`config.mk`:
```
export PLATFORM = sky130hd
export DESIGN_NAME = wait_event_sleep_control
export DESIGN_NICKNAME = d
export VERILOG_FILES = /design/src/sleep_pkg.sv /design/src/sleep_wake_if.sv /design/src/wake_prio_eval.sv /design/src/wait_event_sleep_control.sv
export SDC_FILE = /design/constraint.sdc
export NUM_CORES = 1
export LEC_CHECK = 0
export BUFFER_PORTS_ARGS = -buffer_cell sky130_fd_sc_hd__buf_2
export CAP_MARGIN = 30
export CORE_MARGIN = 8
export CORE_UTILIZATION = 45
export CTS_CLUSTER_DIAMETER = 60
export CTS_CLUSTER_SIZE = 25
export DETAILED_ROUTE_END_ITERATION = 12
export GPL_TIMING_DRIVEN = 0
export PLACE_DENSITY = 0.69
export SYNTH_ARGS = -nofsm -noshare
export SYNTH_HDL_FRONTEND = slang
export SYNTH_SLANG_ARGS = --single-unit
```
`constraint.sdc`:
```
create_clock -name clk -period 11.9 [get_ports clk]
set_input_delay 1.19 -clock clk [delete_from_list [all_inputs] [get_ports clk]]
set_output_delay 1.19 -clock clk [all_outputs]
set_load 0.02 [all_outputs]
```
`src/sleep_pkg.sv`:
```
package sleep_pkg;

  // ************************************************************
  // widths
  // ************************************************************
  localparam int ADDR_W  = 8;
  localparam int DATA_W  = 32;
  localparam int PRIO_W  = 8;
  localparam int BUS_IFS = 2;
  localparam int OUTST_W = 4;
  localparam int LIMIT_W = 16;
  localparam int WAKES_W = 16;
  localparam int CTRL_W  = 4;
  localparam int STAT_W  = 4;

  // ************************************************************
  // register offsets
  // ************************************************************
  localparam logic [ADDR_W-1:0] CTRL_OFS   = 8'h00;
  localparam logic [ADDR_W-1:0] STATUS_OFS = 8'h04;
  localparam logic [ADDR_W-1:0] LIMIT_OFS  = 8'h08;
  localparam logic [ADDR_W-1:0] WAKES_OFS  = 8'h0c;

  // ************************************************************
  // field positions and reset values
  // ************************************************************
  localparam int CTRL_PEND_BIT  = 0;
  localparam int CTRL_EVSLP_BIT = 1;
  localparam int CTRL_IRSLP_BIT = 2;
  localparam int CTRL_DEEP_BIT  = 3;
  localparam int STAT_SLEEP_BIT = 0;
  localparam int STAT_IRQW_BIT  = 1;
  localparam int STAT_IDLE_BIT  = 2;
  localparam int STAT_PDN_BIT   = 3;

  localparam logic [CTRL_W-1:0]  CTRL_RST  = 4'h6;
  localparam logic [LIMIT_W-1:0] LIMIT_RST = 16'h0000;
  localparam logic               LATCH_RST = 1'b0;

  // ************************************************************
  // types
  // ************************************************************
  typedef enum logic [1:0] {
    ST_RUN      = 2'b00,
    ST_WAIT_EVT = 2'b01,
    ST_WAIT_IRQ = 2'b10
  } sleep_state_e;

  typedef logic [PRIO_W-1:0] prio_t;
  typedef logic [OUTST_W-1:0] outst_t;

  // lower number means more urgent
  function automatic logic prio_above(input prio_t a, input prio_t b);
    return a < b;
  endfunction

  // outstanding-transfer count update, saturating at both ends
  function automatic outst_t outst_next(input outst_t c, input logic inc, input logic dec);
    outst_t r;
    r = c;
    if (inc && !dec && c != {OUTST_W{1'b1}}) begin
      r = c + outst_t'(1);
    end else if (dec && !inc && c != '0) begin
      r = c - outst_t'(1);
    end
    return r;
  endfunction

endpackage

```
`src/sleep_wake_if.sv`:
```
`timescale 1ns/1ps
`default_nettype none
interface sleep_wake_if;
  import sleep_pkg::*;
  logic  irq_valid;
  prio_t irq_prio;
  logic  active_valid;
  prio_t active_prio;
  logic  priority_mask_bit;
  logic  fault_mask_bit;
  prio_t base_priority_threshold;
  logic  irq_wake;
  logic  prio_wake;

  modport eval (
    input  irq_valid, irq_prio, active_valid, active_prio,
    input  priority_mask_bit, fault_mask_bit, base_priority_threshold,
    output irq_wake, prio_wake
  );
  modport ctrl (
    output irq_valid, irq_prio, active_valid, active_prio,
    output priority_mask_bit, fault_mask_bit, base_priority_threshold,
    input  irq_wake, prio_wake
  );
endinterface
`default_nettype wire

```
`src/wake_prio_eval.sv`:
```
`timescale 1ns/1ps
`default_nettype none
module wake_prio_eval (
  sleep_wake_if.eval wk
);
  import sleep_pkg::*;

  // ************************************************************
  // priority comparison
  // ************************************************************
  logic beats_active;
  logic beats_base;
  logic unmasked;

  // must outrank every active exception and a non-zero threshold
  assign beats_active = !wk.active_valid || prio_above(wk.irq_prio, wk.active_prio);
  assign beats_base   = (wk.base_priority_threshold == '0) ||
                        prio_above(wk.irq_prio, wk.base_priority_threshold);
  // fault mask lifts execution priority above any interrupt
  assign unmasked     = wk.irq_valid && !wk.fault_mask_bit && beats_active && beats_base;

  // priority mask does not stop the interrupt-wait exit
  assign wk.irq_wake  = unmasked;
  // event-wait wake needs a real pre-emption, so mask applies
  assign wk.prio_wake = unmasked && !wk.priority_mask_bit;
endmodule
`default_nettype wire

```
`src/wait_event_sleep_control.sv`:
```
`timescale 1ns/1ps
`default_nettype none
// Function
// - one event latch, reset value not relied on
// - wake events and exception return set latch
// - only event-wait instruction clears latch
// - latch has no software read or write
// - send-event sets every processor's latch
// - latch set: clear it, complete at once
// - latch clear: may sleep until wake
// - wake completes event-wait; early exit allowed
// - early wake events stay captured in latch
// - resume policy fixed: latch not cleared
// - interrupt-wait may sleep until wake
// - interrupt wake: pre-empting exception or debug
// - mask set: outrank active and threshold
// - wake completes interrupt-wait; early exit allowed
// - interrupt wake seen only after issue
// - sleeping halts execution and bus traffic
// - report bus idle to power controller
// - send-on-pend: new pending sets latch
module wait_event_sleep_control (
  input  wire  logic                          clk,
  input  wire  logic                          rstn,
  // register port
  input  wire  logic [sleep_pkg::ADDR_W-1:0]  addr,
  input  wire  logic [sleep_pkg::DATA_W-1:0]  wdata,
  input  wire  logic                          wr_en,
  input  wire  logic                          rd_en,
  output logic       [sleep_pkg::DATA_W-1:0]  rdata,
  // instruction side
  input  wire  logic                          wait_for_event_instr,
  input  wire  logic                          wait_for_interrupt_instr,
  input  wire  logic                          send_event_instr,
  input  wire  logic                          exc_return,
  output logic                                instr_done,
  output logic                                sleeping,
  // other processors
  input  wire  logic                          event_in,
  output logic                                event_out,
  // exception context
  input  wire  logic                          pend_new,
  input  wire  logic                          irq_valid,
  input  wire  sleep_pkg::prio_t              irq_prio,
  input  wire  logic                          active_valid,
  input  wire  sleep_pkg::prio_t              active_prio,
  input  wire  logic                          priority_mask_bit,
  input  wire  logic                          fault_mask_bit,
  input  wire  sleep_pkg::prio_t              base_priority_threshold,
  input  wire  logic                          debug_event,
  input  wire  logic                          debug_enable,
  // bus interfaces and power controller
  input  wire  logic [sleep_pkg::BUS_IFS-1:0] bus_start,
  input  wire  logic [sleep_pkg::BUS_IFS-1:0] bus_end,
  output logic                                bus_idle,
  output logic                                power_down_req,
  output logic                                deep_sleep
);
  import sleep_pkg::*;

  // ************************************************************
  // declarations
  // ************************************************************
  sleep_state_e            state_r;
  sleep_state_e            state_nxt;
  logic                    event_r;
  logic [CTRL_W-1:0]       ctrl_r;
  logic [LIMIT_W-1:0]      limit_r;
  logic [LIMIT_W-1:0]      sleep_cnt_r;
  logic [WAKES_W-1:0]      wakes_r;
  outst_t                  outst_r [BUS_IFS];
  outst_t                  outst_nxt [BUS_IFS];
  logic                    idle_nxt;
  logic                    done_r;
  logic                    done_nxt;
  logic                    sleeping_r;
  logic                    event_out_r;
  logic                    bus_idle_r;
  logic                    pdn_r;
  logic                    deep_r;
  logic [DATA_W-1:0]       rdata_r;
  logic                    dbg_wake;
  logic                    evt_wake;
  logic                    event_set;
  logic                    event_clear;
  logic                    take_evt;
  logic                    take_irq;
  logic                    timeout;
  logic                    leaving;

  sleep_wake_if wk ();

  // ************************************************************
  // priority evaluation
  // ************************************************************
  // context goes to the evaluator through the interface
  assign wk.irq_valid               = irq_valid;
  assign wk.irq_prio                = irq_prio;
  assign wk.active_valid            = active_valid;
  assign wk.active_prio             = active_prio;
  assign wk.priority_mask_bit       = priority_mask_bit;
  assign wk.fault_mask_bit          = fault_mask_bit;
  assign wk.base_priority_threshold = base_priority_threshold;

  wake_prio_eval u_prio (
    .wk (wk.eval)
  );

  // ************************************************************
  // wake sources
  // ************************************************************
  // debug entry wakes both kinds of wait
  assign dbg_wake = debug_event && debug_enable;

  // anything that counts as an event-wait wake-up
  assign evt_wake = event_in
                  || send_event_instr
                  || (pend_new && ctrl_r[CTRL_PEND_BIT])
                  || wk.prio_wake
                  || dbg_wake;

  // exception return sets the latch but does not end a sleep
  assign event_set = evt_wake || exc_return;

  // ************************************************************
  // instruction acceptance
  // ************************************************************
  // instructions only arrive while running; interrupt-wait wins a tie
  assign take_irq = (state_r == ST_RUN) && wait_for_interrupt_instr;
  assign take_evt = (state_r == ST_RUN) && wait_for_event_instr && !wait_for_interrupt_instr;

  // consuming a recorded event is the only way the latch drops
  assign event_clear = take_evt && event_r;

  // optional early exit, zero limit disables it
  assign timeout = (limit_r != '0) && (sleep_cnt_r >= limit_r - LIMIT_W'(1));

  // ************************************************************
  // event latch
  // ************************************************************
  // a set arriving with the clear survives, so no event is lost;
  // the reset value is a constant but callers must not rely on it
  always_ff @(posedge clk or negedge rstn) begin
    if (!rstn) begin
      event_r <= LATCH_RST;
    end else begin
      event_r <= event_set || (event_r && !event_clear);
    end
  end

  // ************************************************************
  // sleep sequencer
  // ************************************************************
  // next state and completion pulse
  always_comb begin
    state_nxt = state_r;
    done_nxt  = 1'b0;
    case (state_r)
      ST_RUN: begin
        if (take_irq) begin
          if (ctrl_r[CTRL_IRSLP_BIT]) begin
            state_nxt = ST_WAIT_IRQ;
          end else begin
            done_nxt = 1'b1;
          end
        end else if (take_evt) begin
          if (event_r || !ctrl_r[CTRL_EVSLP_BIT]) begin
            done_nxt = 1'b1;
          end else begin
            state_nxt = ST_WAIT_EVT;
          end
        end
      end
      ST_WAIT_EVT: begin
        // latch is left set after the wake-up
        if (evt_wake || timeout) begin
          state_nxt = ST_RUN;
          done_nxt  = 1'b1;
        end
      end
      ST_WAIT_IRQ: begin
        // wake looked at only from inside the wait
        if (wk.irq_wake || dbg_wake || timeout) begin
          state_nxt = ST_RUN;
          done_nxt  = 1'b1;
        end
      end
      default: begin
        state_nxt = ST_RUN;
      end
    endcase
  end

  assign leaving = (state_r != ST_RUN) && (state_nxt == ST_RUN);

  // state register
  always_ff @(posedge clk or negedge rstn) begin
    if (!rstn) begin
      state_r <= ST_RUN;
    end else begin
      state_r <= state_nxt;
    end
  end

  // completion pulse and sleeping flag change on the same edge
  always_ff @(posedge clk or negedge rstn) begin
    if (!rstn) begin
      done_r     <= 1'b0;
      sleeping_r <= 1'b0;
    end else begin
      done_r     <= done_nxt;
      sleeping_r <= (state_nxt != ST_RUN);
    end
  end

  // ************************************************************
  // early-exit timer and wake count
  // ************************************************************
  // counts cycles spent asleep; restarts on every entry
  always_ff @(posedge clk or negedge rstn) begin
    if (!rstn) begin
      sleep_cnt_r <= '0;
    end else if (state_r == ST_RUN) begin
      sleep_cnt_r <= '0;
    end else if (sleep_cnt_r != {LIMIT_W{1'b1}}) begin
      sleep_cnt_r <= sleep_cnt_r + LIMIT_W'(1);
    end
  end

  // saturating count of resumptions, handy for idle statistics
  always_ff @(posedge clk or negedge rstn) begin
    if (!rstn) begin
      wakes_r <= '0;
    end else if (leaving && wakes_r != {WAKES_W{1'b1}}) begin
      wakes_r <= wakes_r + WAKES_W'(1);
    end
  end

  // ************************************************************
  // send-event broadcast
  // ************************************************************
  // one-cycle pulse to every other processor; the local latch is
  // set directly, so the own pulse is not looped back
  always_ff @(posedge clk or negedge rstn) begin
    if (!rstn) begin
      event_out_r <= 1'b0;
    end else begin
      event_out_r <= send_event_instr;
    end
  end

  // ************************************************************
  // bus activity tracking
  // ************************************************************
  // per-interface outstanding transfer count
  always_comb begin
    idle_nxt = 1'b1;
    for (int i = 0; i < BUS_IFS; i++) begin
      outst_nxt[i] = outst_next(outst_r[i], bus_start[i], bus_end[i]);
      if (outst_nxt[i] != '0) begin
        idle_nxt = 1'b0;
      end
    end
  end

  always_ff @(posedge clk or negedge rstn) begin
    if (!rstn) begin
      for (int i = 0; i < BUS_IFS; i++) begin
        outst_r[i] <= '0;
      end
    end else begin
      for (int i = 0; i < BUS_IFS; i++) begin
        outst_r[i] <= outst_nxt[i];
      end
    end
  end

  // power-down only offered from the interrupt wait, and only once
  // the last transfer has drained, so no response is dropped
  always_ff @(posedge clk or negedge rstn) begin
    if (!rstn) begin
      bus_idle_r <= 1'b1;
      pdn_r      <= 1'b0;
      deep_r     <= 1'b0;
    end else begin
      bus_idle_r <= idle_nxt;
      pdn_r      <= (state_nxt == ST_WAIT_IRQ) && idle_nxt;
      deep_r     <= (state_nxt == ST_WAIT_IRQ) && idle_nxt && ctrl_r[CTRL_DEEP_BIT];
    end
  end

  // ************************************************************
  // register port
  // ************************************************************
  // writable settings
  always_ff @(posedge clk or negedge rstn) begin
    if (!rstn) begin
      ctrl_r  <= CTRL_RST;
      limit_r <= LIMIT_RST;
    end else if (wr_en) begin
      case (addr)
        CTRL_OFS:  ctrl_r  <= wdata[CTRL_W-1:0];
        LIMIT_OFS: limit_r <= wdata[LIMIT_W-1:0];
        default: begin
        end
      endcase
    end
  end

  // read data valid in the cycle after the strobe only;
  // the event latch is deliberately absent from every word
  always_ff @(posedge clk or negedge rstn) begin
    if (!rstn) begin
      rdata_r <= '0;
    end else begin
      rdata_r <= '0;
      if (rd_en) begin
        case (addr)
          CTRL_OFS: begin
            rdata_r <= DATA_W'(ctrl_r);
          end
          STATUS_OFS: begin
            rdata_r[STAT_SLEEP_BIT] <= sleeping_r;
            rdata_r[STAT_IRQW_BIT]  <= (state_r == ST_WAIT_IRQ);
            rdata_r[STAT_IDLE_BIT]  <= bus_idle_r;
            rdata_r[STAT_PDN_BIT]   <= pdn_r;
          end
          LIMIT_OFS: begin
            rdata_r <= DATA_W'(limit_r);
          end
          WAKES_OFS: begin
            rdata_r <= DATA_W'(wakes_r);
          end
          default: begin
            rdata_r <= '0;
          end
        endcase
      end
    end
  end

  // ************************************************************
  // outputs
  // ************************************************************
  assign rdata          = rdata_r;
  assign instr_done     = done_r;
  assign sleeping       = sleeping_r;
  assign event_out      = event_out_r;
  assign bus_idle       = bus_idle_r;
  assign power_down_req = pdn_r;
  assign deep_sleep     = deep_r;

endmodule
`default_nettype wire

```
== After elaboration in Yosys (flattened, before gate mapping) ==
Index checks and enable logic that the tools add are counted.

* Output and inout bits: 38
* Register bits: 101
* Input bits: 84

* Mux-type cells: 25
* Magnitude comparators: 3
* Equality and inequality tests: 10
* Add/subtract/negate cells: 7
* Reductions and logical operators: 60

{| class="wikitable"
|+ Operators by type and width
! kind !! number
|-
| 16-bit by 1-bit adder with 16-bit output (second input constant) || 2
|-
| 16-bit 2-to-1 mux || 2
|-
| 32-bit 2-to-1 mux || 1
|-
| 16-bit inequality test (second input constant) || 2
|-
| 1-bit logical AND || 24
|-
| 12-bit one-hot mux with 2 select lines || 1
|-
| 8-bit by 4-bit == test with 1-bit output (second input constant) || 2
|-
| 16-bit >= comparator || 1
|-
| 8-bit zero test || 2
|-
| 8-bit less-than comparator || 2
|-
| 4-bit 2-to-1 mux || 4
|-
| 4-bit one-hot mux with 4 select lines || 1
|-
| 16-bit nonzero test || 1
|-
| 4-bit nonzero test || 4
|-
| 16-bit by 1-bit subtractor with 16-bit output (second input constant) || 1
|-
| 1-bit logical OR || 12
|-
| 2-bit 2-to-1 mux || 6
|-
| 1-bit zero test || 10
|-
| 4-bit by 1-bit adder with 4-bit output (second input constant) || 2
|-
| 8-bit by 3-bit == test with 1-bit output (second input constant) || 1
|-
| 1-bit 2-to-1 mux || 8
|-
| 4-bit inequality test (second input constant) || 2
|-
| 4-bit by 1-bit subtractor with 4-bit output (second input constant) || 2
|-
| 2-bit one-hot mux with 3 select lines || 1
|-
| 6 further kinds || 11
|}

== Depth between registers and ports, before layout ==
* Depth after elaboration: 13
* Depth in mapped cells: 17
* Gate-level depth less buffers: 15

== Hierarchy ==
From an unflattened synthesis, not the netlist that was laid out.

* Cells, all modules: 530
* Area total of the unflattened synthesis: 5361.4 µm²

{| class="wikitable"
|+ Modules (own cells, without submodules)
! module !! cells an instance !! area an instance (µm²) !! instances !! seq. area each (µm²)
|-
| wait_event_sleep_control || 475 || 4941.0 || 1 || 2130.8
|-
| wake_prio_eval || 55 || 420.4 || 1 || 0.0
|}

== Least setup slack after synthesis ==
No wires, ideal clock.

* Path type: reg2reg
* Start point: register limit_r[4]
* End point: register wakes_r[1]
* Arrival time: 3957 ps
* Buffers on the path: 1
* Library setup time: 128 ps
* Stages on the path, launching flop included: 17
* Setup slack: 7816 ps
* Data required time: 11772 ps
* Clock period less this slack: 4084 ps
* Cells stage by stage: dfrtp_1 > buf_6 > nor4_4 > nand2b_1 > or4_4 > or3_1 > or3_1 > xor2_1 > ha_1 > nand4_1 > nor3_1 > or3_1 > a211oi_1 > a31oi_4 > o31ai_4 > nor2_2 > mux2_1

* Longest elaborated chain between the ends: 9

{| class="wikitable"
|+ Ends and longest elaborated chain
! element !! RTL line !! source
|-
| from (decl) || wait_event_sleep_control.sv:68 || <nowiki>logic [LIMIT_W-1:0] limit_r;</nowiki>
|-
| from (signal assigned) || wait_event_sleep_control.sv:303 || <nowiki>LIMIT_OFS: limit_r <= wdata[LIMIT_W-1:0];</nowiki>
|-
| 16-bit by 1-bit subtractor with 16-bit output || wait_event_sleep_control.sv:136 || <nowiki>assign timeout = (limit_r != '0) && (sleep_cnt_r >= limit_r - LIMIT_W'(1));</nowiki>
|-
| 16-bit >= comparator || wait_event_sleep_control.sv:136 ||
|-
| 1-bit logical AND * || wait_event_sleep_control.sv:136 ||
|-
| 1-bit logical OR (on tied branches) || wait_event_sleep_control.sv:183, wait_event_sleep_control.sv:176 ||
|-
| 2-bit 2-to-1 mux (on tied branches) || wait_event_sleep_control.sv:183, wait_event_sleep_control.sv:176 ||
|-
| 2-bit one-hot mux with 3 select lines * || wait_event_sleep_control.sv:158 || <nowiki>case (state_r)</nowiki>
|-
| 2-bit zero test * || wait_event_sleep_control.sv:194 || <nowiki>assign leaving = (state_r != ST_RUN) && (state_nxt == ST_RUN);</nowiki>
|-
| 1-bit logical AND * || wait_event_sleep_control.sv:194 ||
|-
| 1-bit logical AND * || wait_event_sleep_control.sv:234 || <nowiki>end else if (leaving && wakes_r != {WAKES_W{1'b1}}) begin</nowiki>
|-
| to (signal assigned) || wait_event_sleep_control.sv:235 || <nowiki>wakes_r <= wakes_r + WAKES_W'(1);</nowiki>
|-
| to (decl) || wait_event_sleep_control.sv:70 || <nowiki>logic [WAKES_W-1:0] wakes_r;</nowiki>
|}

Mark *: on every way between the ends. The rest lies on a longest branch, timed or not.
A chain may end at the register's enable or synchronous reset.

== Worst setup path in the final report ==
* Start point: register limit_r[5]
* End point: register wakes_r[3]

* Longest elaborated chain between the ends: 9

{| class="wikitable"
|+ Ends and longest elaborated chain
! element !! RTL line !! source
|-
| 16-bit by 1-bit subtractor with 16-bit output || wait_event_sleep_control.sv:136 ||
|-
| 16-bit >= comparator || wait_event_sleep_control.sv:136 ||
|-
| 1-bit logical AND * || wait_event_sleep_control.sv:136 ||
|-
| 1-bit logical OR (on tied branches) || wait_event_sleep_control.sv:183, wait_event_sleep_control.sv:176 ||
|-
| 2-bit 2-to-1 mux (on tied branches) || wait_event_sleep_control.sv:183, wait_event_sleep_control.sv:176 ||
|-
| 2-bit one-hot mux with 3 select lines * || wait_event_sleep_control.sv:158 ||
|-
| net state_nxt[1] || wait_event_sleep_control.sv:65 || <nowiki>sleep_state_e state_nxt;</nowiki>
|-
| 2-bit zero test * || wait_event_sleep_control.sv:194 ||
|-
| 1-bit logical AND * || wait_event_sleep_control.sv:194 ||
|-
| 1-bit logical AND * || wait_event_sleep_control.sv:234 ||
|}

Mark *: on every way through the listed nets, which the timed path passes. The rest lies on a longest branch.

==> key figures <==
Floorplanning
  • Die area: 14990 sq um
  • Vertical die dimension: 122.4 microns
  • X dimension of the die: 122.4 microns
  • Initial Util: 45.43%
  • IO Count: 122
  • Core outline area: 11220 sq um
  • Total number of placement rows: 39

Critical path
  • Slowest stage cell, crit path: dfrtp_1
  • Most used cell along the critical path: or3_1
  • Critical Path Fanout Max: 10
  • Setup Crit Path Kind: reg2reg
  • Reg2Reg Capture Point: wakes_r[3]
  • Buf/Inv on CP: 1
  • CP startpoint kind: flop
  • Internal reg-to-reg setup slack: 7.24 ns
  • Chain of cells forming the critical path: nor4_4 > nand2b_1 > or4_4 > or3_1 > or3_1 > xor2_1 > ha_1 > o21ai_0 > nor2_1 > or3_1 > a211oi_1 > a31oi_4 > o21ai_4 > buf_4 > nor3_1 > xor2_1
  • Startpoint of the lowest-slack register-to-register path: limit_r[5]
  • Cell class contributing the biggest share of worst-path delay: simple AND/OR/NAND/NOR gates
  • Worst Reg-to-Reg Cells: 16
  • Kind of end point of the critical path: flop
  • Data required, critical path: 12.11 ns
  • WP data arrival: 4.87 ns
  • Max stage delay on crit path: 0.50 ns

CTS
  • Clock latency on the worst-skew pair: 0.35 ns
  • Clock root cell: clkbuf_16
  • Total of hold buffers inserted after clock tree synthesis: 0
  • TritonCTS clock tree: done
  • Max H-tree Level: 3
  • Post-CTS Resized: 0
  • Buffer levels on the longest clock path: 2
  • Postcts setup bufs: 0
  • CTS buffer count: 9
  • Clock edge transition at the registers on the reported setup and hold paths: 0.06 ns
  • Clk sinks: 85

Finish
  • Total area of sequential cells: 2131 sq um
  • Filler-free cell count of the finished design: 752
  • Number of filler cells placed in the layout: 998
  • Proportion of layout cells with a drive suffix above 1: 26.60%
  • Leading cell types in the layout, fill and taps excluded: 86 x buf_2, 82 x dfrtp_1, 44 x nor2_1
  • Antenna Cells: 0
  • Layout net count: 726
  • Layout Cell Area excl Fill: 6117 sq um
  • Multi-input gate area in the final layout: 2731 sq um
  • Commonest non-fill, non-tap cell in the layout: buf_2
  • Synthesis-to-finish area growth: 19.98%

Timing
  • Rel. slew slack: 44.85%
  • Portion of the clock cycle consumed by the worst path in the final layout: 39.17%
  • Crit path setup slack, layout: 7.239 ns
  • Final setup violating endpoints: 0
  • Post-route clock skew: 0.009766 ns
  • Setup tns final: 0 ns
  • RSZ-0062 raised after global routing: no
  • Final Max Tran Viols: 0
  • Final critical-path required period: 4.661 ns
  • Pin slew with the least headroom to its limit: 0.8197 ns
  • Number of hold violations in the final report: 0
  • Max Clk Rate: 0.2145 GHz

Place
  • Worst setup slack before clock tree synthesis: 7.310 ns
  • Routability Congestion: 0.7870
  • Area after DPL: 5799 sq um
  • Detailed Place HPWL: 9321 microns
  • Count of input and output buffers: 87
  • Instance count after placement with tap cells included: 736

Drt
  • Detailed-route via count: 4008
  • Initial detailed-routing violation count: 218
  • Number of remaining DRC errors: 0
  • Routed length per placed instance: 16.01 microns
  • Detailed-routing iteration count for the pre-antenna-repair pass: 5
  • DRT antenna net count: 0
  • Vias per cell: 5.330
  • Total wire length: 12040 microns

Global routing
  • Antenna violations before repair: 0
  • Via count of the first global-routing pass: 4078
  • Pin count of the biggest net entering global routing: 55
  • Remaining Overflow, GRT: 0
  • Total global-route track usage: 16.42%
  • First-pass GRT wire length: 19370 microns

Power
  • Static leakage: 3.118 nW
  • Pwr/cell area: 135.5 nW/um^2
  • Combinational power share: 22.1%
  • Net switching fraction of the power: 30.05%
  • Maximum vdd drop: 0.00008951 V
  • Psw: 0.2490 mW
  • Total internal power: 0.5797 mW
  • Seq pwr share: 41.7%
  • Clock power share: 36.3%

Hold path
  • Class of the most critical hold timing path: reg2reg
  • Hold path cells: 1
  • Beginning of the worst hold path: wakes_r[10]
  • End point of the worst hold path: wakes_r[10]

Synthesis
  • Async set-reset flop share out of synthesis: 100.0%
  • Synthesis-stage register bit count: 85
  • Sequential share of the synthesized area: 41.79%
  • Avg Cell Area, Syn: 10.41 sq um
  • Synthesized netlist cell count: 490
  • Synth warnings: 0
  • Post-Syn Area: 5099 sq um
  • Number of library cell types mapped by synthesis: 61
  • Number of enable flip-flop cells after synthesis: 0
  • Top_reg_cell synth: dfrtp_1

Run status
  • Run status: finished, final reports clean

Flow run
  • # Max-Cap Violations: 0
[cell families after synthesis]
logic type,count (synthesis),share of synthesized area (%)
compound gates,54,8.221
xor+xnor,45,7.730
fa+ha+maj,38,9.325
buf+inv,57,5.742
flops,85,41.79
mux,40,9.374
other cells,1,0.07355
simple gates,170,17.74
[cells in the mapped netlist (all sizes together) (4+ instances only)]
| library cell | number | area share [%] |
|---|---|---|
| nor3 | 15 | 1.5 |
| a31oi | 4 | 0.79 |
| xor2 | 31 | 5.3 |
| ha | 38 | 9.3 |
| dfrtp | 82 | 40 |
| xnor2 | 14 | 2.4 |
| inv | 31 | 2.3 |
| o211ai | 4 | 0.69 |
| mux4 | 4 | 1.8 |
| buf | 19 | 2.9 |
| nand4 | 5 | 0.61 |
| nand2 | 24 | 1.8 |
| nor4 | 11 | 1.6 |
| a21oi | 9 | 0.88 |
| and3 | 9 | 1.1 |
| nand2b | 5 | 0.61 |
| o22ai | 5 | 0.61 |
| a211oi | 6 | 0.88 |
| nand4b | 4 | 0.69 |
| o21ai | 11 | 1.3 |
| mux2i | 14 | 2.7 |
| nor2 | 46 | 3.6 |
| clkbuf | 7 | 0.52 |
| or3 | 8 | 0.98 |
| mux2 | 22 | 4.9 |
| nand3 | 25 | 2.5 |
[power by group through the flow]
stage	Sequential [mW]	Clock, mW	Combinational (mW)
after CTS	0.345	0.305	0.185
after floorplan	0.342	0	0.130
after detailed placement	0.349	0	0.182
after global placement	0.347	0	0.169
final	0.345	0.300	0.183
after global routing	0.348	0.318	0.209
[worst reg2reg max path: stages, from the launching register on]
cell and delay, ns:
dfrtp_1 0.50, nor4_4 0.34, nand2b_1 0.15, or4_4 0.47, or3_1 0.35, or3_1 0.34, xor2_1 0.19, ha_1 0.27
o21ai_0 0.09, nor2_1 0.07, or3_1 0.34, a211oi_1 0.42, a31oi_4 0.13, o21ai_4 0.38, buf_4 0.25, nor3_1 0.08
xor2_1 0.15
[metrics by stage]
stage	hold slack [ns]	util, %	total power, mW
3_5_place_dp	0.4809	51.67	0.5310
6_report	0.4938	54.50	0.8288
4_1_cts	0.4931	54.50	0.8351
3_3_place_gp	0.4791	51.40	0.5159
2_1_floorplan	0.4552	-	0.4721
5_1_grt	0.5136	54.50	0.8748
[sequential cells by signal, summed over array words and instances (netlist names)]
name / count
sleeping: 1
power_down_req: 1
deep_sleep: 1
outst_r: 8
rdata: 16
limit_r: 16
sleep_cnt_r: 16
wakes_r: 16
event_out: 1
event_r: 1
instr_done: 1
state_r: 2
ctrl_r: 4
bus_idle: 1
[layer usage]
layer | share of wire, % | global-route usage, % | vias up
met4 | 2.1 | 6.931 | 0
met5 | 0 | 0 | -
li1 | - | - | 1944
met3 | 6.5 | 4.370 | 22
met1 | 40 | 18.90 | 1945
met2 | 51 | 28.36 | 97
[worst max path at each step]
stage | start | end | cells past startpoint
final | limit_r[5] | wakes_r[3] | 16
after global routing | limit_r[5] | wakes_r[3] | 15
after CTS | limit_r[5] | wakes_r[3] | 16
after detailed placement | limit_r[5] | wakes_r[3] | 16
after global placement | limit_r[5] | wakes_r[10] | 16
after floorplan | limit_r[4] | wakes_r[1] | 16
[final cells by class]
| type | count | area share, % |
|---|---|---|
| flip-flops and latches | 85 | 34.83 |
| multi-input cells | 363 | 44.65 |
| plain buffers | 26 | 2.884 |
| clock buffers | 10 | 3.743 |
| repair buffers | 88 | 7.609 |
| clock inverters | 6 | 1.452 |
| inverters | 31 | 1.902 |
| well taps | 143 | 2.925 |
Power figures use the tool's default switching activity.
